### config.mk
export PLATFORM = sky130hd
export DESIGN_NAME = ida_top
export DESIGN_NICKNAME = d
export VERILOG_FILES = /design/src/rtl/ida_pkg.sv /design/src/rtl/ida_gpr_ram.sv /design/src/rtl/ida_top.sv
export VERILOG_INCLUDE_DIRS = /design/src /design/src/rtl
export SDC_FILE = /design/constraint.sdc
export NUM_CORES = 2
export LEC_CHECK = 0
export ABC_CLOCK_PERIOD_IN_PS = 4100
export BUFFER_PORTS_ARGS = -buffer_cell sky130_fd_sc_hd__buf_2
export CAP_MARGIN = 10
export CORE_AREA = 2 2 649 651
export CTS_CLUSTER_DIAMETER = 150
export CTS_CLUSTER_SIZE = 20
export DETAILED_ROUTE_END_ITERATION = 8
export DIE_AREA = 0 0 651 653
export GPL_TIMING_DRIVEN = 1
export PLACE_DENSITY = 0.59
export SLEW_MARGIN = 10
export SYNTH_ARGS = -nofsm -noshare
export SYNTH_HDL_FRONTEND = slang
export SYNTH_SLANG_ARGS = --single-unit
### constraint.sdc
create_clock -name clk -period 4.1 [get_ports clk]
set_input_delay 0 -clock clk [delete_from_list [all_inputs] [get_ports clk]]
set_output_delay 0 -clock clk [all_outputs]
set_load 0.05 [all_outputs]
### src/rtl/ida_map.svh
`ifndef IDA_MAP_SVH
`define IDA_MAP_SVH

// Register offsets
`define IDA_OFF_WIN_A 8'h00
`define IDA_OFF_PTR_A 8'h01
`define IDA_OFF_WIN_B 8'h02
`define IDA_OFF_PTR_B 8'h03
`define IDA_OFF_BANK 8'h04
// Memory-control register, mapped only in one bank
`define IDA_OFF_MEM_CTRL 8'h40
`define IDA_MEM_CTRL_BANK 8'h01
// General purpose area: address bit 7 set
`define IDA_GPR_BIT 7
`define IDA_BANK_SIZE 128
// Reset values
`define IDA_PTR_RST 8'h00
`define IDA_BANK_RST 8'h00
`define IDA_NULL_READ 8'h00

`endif

### src/rtl/ida_pkg.sv
package ida_pkg;

  typedef enum logic [2:0] {
    IDA_TGT_NONE = 3'b000,
    IDA_TGT_PTR_A = 3'b001,
    IDA_TGT_PTR_B = 3'b010,
    IDA_TGT_BANK = 3'b011,
    IDA_TGT_GPR = 3'b100,
    IDA_TGT_SFR = 3'b101
  } ida_tgt_t;

  typedef struct packed {
    logic [7:0] ptr_a;
    logic [7:0] ptr_b;
    logic [7:0] bank;
    logic [7:0] rdata;
    logic rvalid;
  } ida_state_t;

endpackage

### src/rtl/ida_gpr_ram.sv
`timescale 1ns/1ns
`include "ida_map.svh"

module ida_gpr_ram #(
  parameter int NUM_BANKS = 3,
  parameter int BANK_W = 2
) (
  // Clock and reset
  input wire logic clk,
  input wire logic reset_n,
  // Access
  input wire logic wr_en,
  input wire logic [BANK_W-1:0] bank,
  input wire logic [6:0] offset,
  input wire logic [7:0] wdata,
  output logic [7:0] rdata
);

  localparam int DEPTH = NUM_BANKS * `IDA_BANK_SIZE;

  typedef struct packed {
    logic [DEPTH-1:0][7:0] mem;
  } ida_ram_state_t;

  ida_ram_state_t s_q;
  ida_ram_state_t s_d;
  logic [BANK_W+6:0] idx;

  generate
    if (NUM_BANKS < 1 || NUM_BANKS > (1 << BANK_W))
    begin : g_check
      $error("ida_gpr_ram: bank count does not fit the bank field");
    end
  endgenerate

  assign idx = {bank, offset};
  // Caller may pass a bank at or above NUM_BANKS; it then drops the write and ignores rdata
  assign rdata = s_q.mem[idx];

  always_comb
  begin
    s_d = s_q;
    if (wr_en)
    begin
      s_d.mem[idx] = wdata;
    end
  end

  always_ff @(posedge clk or negedge reset_n)
  begin
    if (!reset_n)
    begin
      s_q <= '0;
    end
    else
    begin
      s_q <= s_d;
    end
  end

endmodule

### src/rtl/ida_top.sv
// Notes on behaviour
// - Window addresses hold nothing; access goes to address in paired pointer.
// - First window and pointer always reach bank 0.
// - Second window and pointer reach the bank held in bank select.
// - Indirect read of a window address through a pointer returns 00h.
// - Indirect write of a window address through a pointer is discarded.
// - Both pointers are 8 bits, full in-bank address.
// - Pointers are real read/write storage usable by any register instruction.
// - Direct addressing always reaches bank 0 for general memory.
// - Special registers same in every bank; 40h exists only in bank 1.
// - Bank select low bits pick bank; 11 undefined; upper bits read zero.
// - Reset clears bank select, except watchdog reset during power-down.
`timescale 1ns/1ns
`include "ida_map.svh"

module ida_top #(
  parameter int NUM_BANKS = 3,
  parameter int BANK_W = 2
) (
  // Clock and reset
  input wire logic clk,
  input wire logic reset_n,
  // System reset event and its cause
  input wire logic sys_reset,
  input wire logic wdt_pd_reset,
  // Core data memory access
  input wire logic [7:0] core_addr,
  input wire logic core_rd,
  input wire logic core_wr,
  input wire logic [7:0] core_wdata,
  output logic [7:0] core_rdata,
  output logic core_rvalid,
  // Remaining special registers
  output logic [7:0] sfr_addr,
  output logic sfr_rd,
  output logic sfr_wr,
  output logic [7:0] sfr_wdata,
  input wire logic [7:0] sfr_rdata
);

  ida_pkg::ida_state_t s_q;
  ida_pkg::ida_state_t s_d;
  ida_pkg::ida_tgt_t tgt;
  logic win_a;
  logic win_b;
  logic [7:0] eff_addr;
  logic [BANK_W-1:0] eff_bank;
  logic [BANK_W-1:0] cur_bank;
  logic [7:0] sfr_bank;
  logic null_hit;
  logic bank_ok;
  logic ram_wr;
  logic [7:0] ram_rdata;

  generate
    if (NUM_BANKS < 1 || NUM_BANKS > (1 << BANK_W) || BANK_W > 8)
    begin : g_check
      $error("ida_top: bank count does not fit the bank field");
    end
  endgenerate

  assign cur_bank = s_q.bank[BANK_W-1:0];
  assign win_a = (core_addr == `IDA_OFF_WIN_A);
  assign win_b = (core_addr == `IDA_OFF_WIN_B);
  // Redirect through the paired pointer
  assign eff_addr = win_a ? s_q.ptr_a : (win_b ? s_q.ptr_b : core_addr);
  assign eff_bank = win_b ? cur_bank : '0;
  // Special-register decode sees the selected bank except via first window
  assign sfr_bank = win_a ? 8'h00 : s_q.bank;
  // Pointer naming a window address: nothing behind it
  assign null_hit = (win_a || win_b)
    && (eff_addr == `IDA_OFF_WIN_A || eff_addr == `IDA_OFF_WIN_B);
  assign bank_ok = int'(eff_bank) < NUM_BANKS;

  always_comb
  begin
    tgt = ida_pkg::IDA_TGT_NONE;
    if (null_hit)
    begin
      tgt = ida_pkg::IDA_TGT_NONE;
    end
    else if (eff_addr[`IDA_GPR_BIT])
    begin
      tgt = bank_ok ? ida_pkg::IDA_TGT_GPR : ida_pkg::IDA_TGT_NONE;
    end
    else if (eff_addr == `IDA_OFF_PTR_A)
    begin
      tgt = ida_pkg::IDA_TGT_PTR_A;
    end
    else if (eff_addr == `IDA_OFF_PTR_B)
    begin
      tgt = ida_pkg::IDA_TGT_PTR_B;
    end
    else if (eff_addr == `IDA_OFF_BANK)
    begin
      tgt = ida_pkg::IDA_TGT_BANK;
    end
    else if (eff_addr != `IDA_OFF_MEM_CTRL || sfr_bank == `IDA_MEM_CTRL_BANK)
    begin
      tgt = ida_pkg::IDA_TGT_SFR;
    end
  end

  assign ram_wr = core_wr && (tgt == ida_pkg::IDA_TGT_GPR);
  assign sfr_addr = eff_addr;
  assign sfr_rd = core_rd && (tgt == ida_pkg::IDA_TGT_SFR);
  assign sfr_wr = core_wr && (tgt == ida_pkg::IDA_TGT_SFR);
  assign sfr_wdata = core_wdata;

  // Bank above pointer forms the physical address
  ida_gpr_ram #(
    .NUM_BANKS(NUM_BANKS),
    .BANK_W(BANK_W)
  ) u_ram (
    .clk(clk),
    .reset_n(reset_n),
    .wr_en(ram_wr),
    .bank(eff_bank),
    .offset(eff_addr[6:0]),
    .wdata(core_wdata),
    .rdata(ram_rdata)
  );

  always_comb
  begin
    s_d = s_q;
    s_d.rvalid = core_rd;
    s_d.rdata = `IDA_NULL_READ;
    unique case (tgt)
      ida_pkg::IDA_TGT_NONE:
      begin
        s_d.rdata = `IDA_NULL_READ;
      end
      ida_pkg::IDA_TGT_PTR_A:
      begin
        s_d.rdata = s_q.ptr_a;
        if (core_wr)
        begin
          s_d.ptr_a = core_wdata;
        end
      end
      ida_pkg::IDA_TGT_PTR_B:
      begin
        s_d.rdata = s_q.ptr_b;
        if (core_wr)
        begin
          s_d.ptr_b = core_wdata;
        end
      end
      ida_pkg::IDA_TGT_BANK:
      begin
        s_d.rdata = s_q.bank;
        if (core_wr)
        begin
          s_d.bank = 8'h00;
          s_d.bank[BANK_W-1:0] = core_wdata[BANK_W-1:0];
        end
      end
      ida_pkg::IDA_TGT_GPR:
      begin
        s_d.rdata = ram_rdata;
      end
      ida_pkg::IDA_TGT_SFR:
      begin
        s_d.rdata = sfr_rdata;
      end
      default:
      begin
        s_d.rdata = `IDA_NULL_READ;
      end
    endcase
    if (!core_rd)
    begin
      s_d.rdata = s_q.rdata;
    end
    // Watchdog wake from power-down keeps the bank
    if (sys_reset && !wdt_pd_reset)
    begin
      s_d.bank = `IDA_BANK_RST;
    end
  end

  always_ff @(posedge clk or negedge reset_n)
  begin
    if (!reset_n)
    begin
      s_q.ptr_a <= `IDA_PTR_RST;
      s_q.ptr_b <= `IDA_PTR_RST;
      s_q.bank <= `IDA_BANK_RST;
      s_q.rdata <= 8'h00;
      s_q.rvalid <= 1'b0;
    end
    else
    begin
      s_q <= s_d;
    end
  end

  assign core_rdata = s_q.rdata;
  assign core_rvalid = s_q.rvalid;
endmodule

# --- After elaboration in Yosys (flattened, before gate mapping) ---
# Cells that the tools add are included.
word_totals:
  reg_bits: 3105
  inputBits: 30
  output_inout_bits: 27
  wordCells: 441
classes:
  order_cmp: 3
  n_eq_ne: 12
  n_mux: 20
  n_reduce_logical: 17
op_table:
  columns: ["cell", "count"]
  rows:
  - ["$bwmux 3072", 1]
  - ["$bmux 8 s9", 1]
  - ["$demux 8 s9", 1]
  - ["$mux 8", 8]
  - ["$pmux 8 s5", 1]
  - ["$eq 8x2->1 const B", 3]
  - ["$mux 3", 7]
  - ["$eq 8x1->1 const B", 2]
  - ["$logic_not 8->1", 2]
  - ["$lt 9x10->1 const B", 1]
  - ["$ge 9x1->1 const B", 1]
  - ["$eq 8x3->1 const B", 1]
  - ["$ne 8x7->1 const B", 1]
  - ["$eq 3x2->1 const B", 2]
  - ["$eq 3x3->1 const B", 2]
  - ["$logic_and 1x1->1", 6]
  - ["$reduce_and 2->1", 3]
  - ["$reduce_bool 2->1", 2]
  - ["$eq 3x1->1 const B", 1]
  - ["$logic_or 1x1->1", 3]
  - ["$lt 2x2->1 const B", 1]
  - ["$mux 2", 1]
  - ["$logic_not 1->1", 1]

# --- Logic depth before layout (Yosys ltp) ---
logic_depth:
  ltp_word: 14
  mapped_depth: 18
  depth_no_buf: 11

# --- By module ---
# A second synthesis with hierarchy kept.
unflattened:
  cells_unflattened: 9071
  hier_area_um2: 141707.2
by_module_without_submodules:
  columns: ["module", "n_inst", "cells_per_inst", "area_per_inst_um2", "seq_area_each_um2"]
  rows:
  - ["ida_gpr_ram", 1, 8887, 139697.7, 76873.7]
  - ["ida_top", 1, 184, 2009.4, 675.6]

# --- Worst setup path after synthesis ---
# No wires, ideal clock.
synth_path:
  path_kind: "input to register"
  start: "input core_addr[3]"
  end: "register u_ram.s_q[1784] in the netlist's numbering"
  arrival_time_ps: 3546
  required_ps: 3975
  slack_ps: 429
  stages: 11
  path_buffers: 3
  path_cell_list: "clkbuf_1 -> nor4_1 -> nand3_1 -> a21oi_1 -> a31oi_1 -> or3_4 -> or3_1 -> buf_6 -> buf_12 -> nor2_8 -> mux2_4"
synth_between:
  elab_chain_cells: 13
  word_cells_on_any_way: 33
  cone_classes: "3 x order compare; 8 x eq/ne; 14 x mux; 8 x reduce/logical"
synth_lines:
  columns: ["element", "line_no", "source"]
  rows:
  - ["from (decl)", "ida_top.sv:27", "input wire logic [7:0] core_addr,"]
  - ["$eq 8x2->1 (no source line)", null, null]
  - ["$mux 8", "ida_top.sv:66", "assign eff_addr = win_a ? s_q.ptr_a : (win_b ? s_q.ptr_b : core_addr);"]
  - ["$mux 8 *", "ida_top.sv:66", null]
  - ["named net sfr_addr[7]", "ida_top.sv:34", "output logic [7:0] sfr_addr,"]
  - ["$ne 8x7->1 (no source line)", null, null]
  - ["$logic_or 1x1->1 (no source line)", null, null]
  - ["$mux 3", "ida_top.sv:98", "else if (eff_addr != `IDA_OFF_MEM_CTRL || sfr_bank == `IDA_MEM_CTRL_BANK)"]
  - ["$mux 3", "ida_top.sv:94", "else if (eff_addr == `IDA_OFF_BANK)"]
  - ["$mux 3", "ida_top.sv:90", "else if (eff_addr == `IDA_OFF_PTR_B)"]
  - ["$mux 3", "ida_top.sv:86", "else if (eff_addr == `IDA_OFF_PTR_A)"]
  - ["$mux 3", "ida_top.sv:82", "else if (eff_addr[`IDA_GPR_BIT])"]
  - ["$mux 3 *", "ida_top.sv:78", "if (null_hit)"]
  - ["$eq 3x3->1 *", "ida_top.sv:104", "assign ram_wr = core_wr && (tgt == ida_pkg::IDA_TGT_GPR);"]
  - ["$logic_and 1x1->1 *", "ida_top.sv:104", null]
  - ["to (signal assigned)", "ida_gpr_ram.sv:53", "s_q <= '0;"]
  - ["to (signal assigned)", "ida_gpr_ram.sv:57", "s_q <= s_d;"]
  - ["to (decl)", "ida_gpr_ram.sv:25", "ida_ram_state_t s_q;"]
# Mark *: on every way through the listed nets, which the timed path passes. The rest lies on a longest branch.
# A chain may end at the register's enable or synchronous reset.

# --- Final worst setup path ---
layout_path:
  start: "register s_q[17] in the netlist's numbering"
  end: "register s_q (netlist bit core_rdata[6])"
layout_between:
  elab_chain_cells: 12
  word_cells_on_any_way: 25
  cone_classes: "10 x eq/ne; 11 x mux; 4 x reduce/logical"
layout_lines:
  columns: ["element", "line_no", "source"]
  rows:
  - ["from (decl)", "ida_top.sv:41", "ida_pkg::ida_state_t s_q;"]
  - ["$mux 8 * (2 in series)", "ida_top.sv:66", null]
  - ["$ne 8x7->1 (no source line)", null, null]
  - ["$logic_or 1x1->1 (no source line)", null, null]
  - ["$mux 3", "ida_top.sv:98", null]
  - ["$mux 3", "ida_top.sv:94", null]
  - ["$mux 3", "ida_top.sv:90", null]
  - ["$mux 3", "ida_top.sv:86", null]
  - ["$mux 3", "ida_top.sv:82", null]
  - ["$mux 3", "ida_top.sv:78", null]
  - ["$eq 3x3->1 (tied with other cells)", "ida_top.sv:129", "unique case (tgt)"]
  - ["$pmux 8 s5 *", "ida_top.sv:129", null]
# Every way passes the cells marked *; elsewhere a longest branch is shown, timed or not. The select of a mux whose other input is x is not followed.

==> summary.md <==
| Metric | Value |
|---|---|
| Max FO, Critical Path | `62` |
| Avg Vias per Cell | `5.66` |
| Clk sink count | `3,099` |
| Overall track demand over capacity in global routing | `24.1%` |
| CP endpoint kind | `flop` |
| Overall die area | `425,000 µm²` |
| Arrival time at the worst endpoint | `4.96 ns` |
| Number of distinct library cells after synthesis | `83` |
| Crit share post-route | `101%` |
| Post-DR wirelength/cell | `27.9 µm` |
| Residual overflow from global routing | `0` |
| Routability congestion estimate | `0.924` |
| Floorplan row count | `238` |
| Core footprint | `418,000 µm²` |
| Power per cell area | `326 nW/µm²` |
| Final std cells w/o fill | `18,800` |
| Number of enable-type register cells in the synthesized netlist | `0` |
| Placed cell areas | `166,000 µm²` |
| Max transition margin | `22.3%` |
| Maximum frequency from static timing analysis | `242 MHz` |
| Post-layout worst setup margin | `-0.0311 ns` |
| Utilization after layout | `40.8%` |
| Number of nets still failing antenna checks after routing | `0` |
| FF+latch count, synth | `3,099` |
| Total number of vias | `106,000` |
| Wire length of the first global-routing pass | `764,000 µm` |
| Clock insertion delay at the later pin of the skew report | `0.93 ns` |
| Final-report max-slew violation count | `0` |
| Buffers added on ports | `56` |
| Final hold violations | `0` |
| Clock slew at the register clock pins of the worst setup and hold paths | `0.09 ns` |
| Register area share after synthesis | `53.1%` |
| Instance count after placement with tap cells included | `18,600` |
| Total number of nets in the final design | `13,300` |
| I/O pin count | `57` |
| Effective utilization at floorplan | `34.9%` |
| DIE HEIGHT | `653 µm` |
| Slew of the pin with the lowest slew margin | `1.16 ns` |
| Worst endpoint required time | `4.93 ns` |
| Gate count after technology mapping | `12,600` |
| Worst hold margin | `0.104 ns` |
| Area growth from synthesis to layout | `16.9%` |
| Cell Area, Synth | `146,000 µm²` |
| Vias in the first global route | `105,000` |
| Synth Net Count | `12,600` |
| Worst min path class | `primary input to flop` |
| Failing checks | `negative setup slack` |
| Predominant post-synthesis flop cell | `sky130_fd_sc_hd__dfrtp_1` |
| Remaining DRCs | `0` |
| Number of iterations in the first detailed-routing pass | `5` |
| Final Setup Violations | `2` |
| Leakage power summed over all cells | `79.5 nW` |
| Layout cell share with drive strength beyond 1 | `39.3%` |
| TritonCTS clock tree | `built` |
| Per-instance average area after synthesis | `11.6 µm²` |
| Max H-tree Level | `4` |
| Final critical path time including I/O delays and setup | `4.13 ns` |
| Pre-CTS setup slack | `-0.715 ns` |
| Cts bufs inserted | `177` |
| Post-route cell area | `171,000 µm²` |
| Startpoint type of the worst setup path | `flop` |
| CTS Buffer Depth | `4` |
| Result of the run | `finished with violations` |
| Root buf cell | `sky130_fd_sc_hd__clkbuf_16` |
| Largest net degree at the start of global routing | `137` |
| Clock skew after layout | `0.0647 ns` |
| Worst Setup Path Type | `flop to flop` |
| Wirelength, routed | `524,000 µm` |
| First-iteration detailed-routing DRC count | `10,800` |
| Antenna violations before repair | `27` |
| Chip width | `651 µm` |
| Yosys warning count | `0` |
| Max VDD drop | `0.318 mV` |
| Number of max-cap violations | `0` |
| Fraction of synthesis flops using an asynchronous set or reset pin | `100%` |
| Hpwl dp | `349,000 µm` |
worst max-delay path, stage by stage (launching register included):
cell,delay [ns]
sky130_fd_sc_hd__dfrtp_1,0.41
sky130_fd_sc_hd__mux2i_1,0.24
sky130_fd_sc_hd__o41a_4,0.29
sky130_fd_sc_hd__buf_4,0.16
sky130_fd_sc_hd__buf_12,0.16
sky130_fd_sc_hd__buf_16,0.27
sky130_fd_sc_hd__buf_4,0.29
sky130_fd_sc_hd__nand2_1,0.07
sky130_fd_sc_hd__nand3_1,0.09
sky130_fd_sc_hd__a21oi_1,0.20
sky130_fd_sc_hd__o21ai_0,0.44
sky130_fd_sc_hd__o41ai_1,0.17
sky130_fd_sc_hd__nor3_1,0.22
sky130_fd_sc_hd__nand4_1,0.46
sky130_fd_sc_hd__o32ai_1,0.40
cells in the final DEF (no fill, tap or decap), types with 36 or more instances in the layout:
master and count:
sky130_fd_sc_hd__a21oi_1 219, sky130_fd_sc_hd__a22oi_1 39, sky130_fd_sc_hd__a311oi_1 71, sky130_fd_sc_hd__a31oi_1 209, sky130_fd_sc_hd__a32oi_1 38, sky130_fd_sc_hd__and3_1 198, sky130_fd_sc_hd__buf_12 430, sky130_fd_sc_hd__buf_2 48
sky130_fd_sc_hd__buf_4 975, sky130_fd_sc_hd__clkbuf_16 179, sky130_fd_sc_hd__dfrtp_1 3099, sky130_fd_sc_hd__mux2_2 3039, sky130_fd_sc_hd__mux2i_1 229, sky130_fd_sc_hd__mux4_2 61, sky130_fd_sc_hd__nand2_1 2392, sky130_fd_sc_hd__nand3_1 874
sky130_fd_sc_hd__nand4_1 42, sky130_fd_sc_hd__nor2_1 124, sky130_fd_sc_hd__nor2_2 220, sky130_fd_sc_hd__nor2_4 98, sky130_fd_sc_hd__nor4_1 36, sky130_fd_sc_hd__o21ai_0 50, sky130_fd_sc_hd__o221ai_1 37, sky130_fd_sc_hd__o22ai_1 89
synthesized netlist by cell type, drive strengths merged, types with 5 or more instances:
library cell | instances | area [µm²]
a31o | 5 | 43.8
nor2 | 462 | 3280
a41oi | 6 | 52.6
a32oi | 38 | 333
nand3 | 889 | 4460
a21oi | 222 | 1110
nand2 | 2406 | 9030
mux2i | 229 | 2290
o22ai | 89 | 557
or2 | 7 | 43.8
inv | 15 | 56.3
a22oi | 40 | 314
clkbuf | 663 | 2490
or3 | 8 | 55.1
o32ai | 5 | 43.8
mux2 | 3090 | 34900
o211ai | 15 | 113
a211o | 6 | 52.6
nor4 | 41 | 263
and4 | 6 | 52.6
a22o | 6 | 52.6
nand4 | 44 | 288
a221oi | 13 | 114
buf | 324 | 1680
o2111ai | 12 | 105
nor2b | 6 | 37.5
a211oi | 34 | 270
a31oi | 213 | 1330
nor3 | 40 | 200
o31ai | 8 | 60.1
dfrtp | 3099 | 77500
mux4 | 61 | 1370
a311oi | 72 | 631
o41ai | 12 | 105
and2 | 6 | 37.5
o311ai | 6 | 52.6
a32o | 10 | 100
o21ai | 53 | 269
and3 | 199 | 1240
o221ai | 37 | 324
or4 | 11 | 90.1
a2111oi | 17 | 149
per-stage QoR:
step	setup TNS, ns	total power [mW]
final	-0.0609	55.7
after global routing	-0.00694	57.4
after CTS	0	55.9
after detailed placement	-3.74	37.7
after global placement	-4.90	37.6
after floorplan	0	34.3
per-layer routing:
metal  vias to the layer above  part of all wire (%)  track usage, %
met1                     56200                    43            33.1
met4                         6                   5.0            10.5
met3                       889                   6.9            3.78
li1                      45500                     -               -
met2                      3797                    45            37.8
met5                         -                0.0074               0
path summary, 6_finish.rpt:
check | slack (ns) | endpoint | startpoint | cells past startpoint
max in group asynchronous | 3.03 | u_ram.s_q[736] | reset_n | 4
hold / removal | 0.10 | core_rdata[0] | sfr_rdata[0] | 6
setup reg to reg | -0.03 | core_rdata[6] | s_q[17] | 14
hold reg to reg | 0.49 | u_ram.s_q[866] | u_ram.s_q[866] | 1
min in group asynchronous | 0.11 | u_ram.s_q[60] | reset_n | 3
setup / recovery | -0.03 | core_rdata[6] | s_q[17] | 14
area by class of cell:
type                    instances  area (µm²)
repair buffers               1493       16700
clock buffers                 179        4480
multi-input cells            8471       64800
clock inverters                 9         138
well taps                    5520        6910
diodes                         10        25.0
flip-flops and latches       3099       77500
fillers                     39700      248000
inverters                      16        90.1
power breakdown:
group / switching [mW] / internal, mW
Sequential: 0.314 / 31.1
Combinational: 4.09 / 1.75
Clock: 10.6 / 7.91
state kept, by name (all words and copies together) (netlist names):
register     cells
u_ram.s_q     3072
cur_bank         2
s_q             16
core_rdata       8
core_rvalid      1
kinds of logic after synthesis:
logic type | count (synthesis) | synth area share [%]
compound gates | 953 | 4.44
mux | 3380 | 26.4
buf+inv | 1003 | 2.89
simple gates | 4138 | 13.1
flops | 3099 | 53.1
repair_timing:
action | 4_1_cts | 5_1_grt
endpoints found under the hold margin | 2571 | 0
resized for setup | 16 | 19
endpoints found under the setup margin | 7 | 26
pin swaps | 2 | 4
buffers inserted | 1 | 2
hold buffers | 26 | 0
No activity file was read; power rests on OpenSTA's default activity.
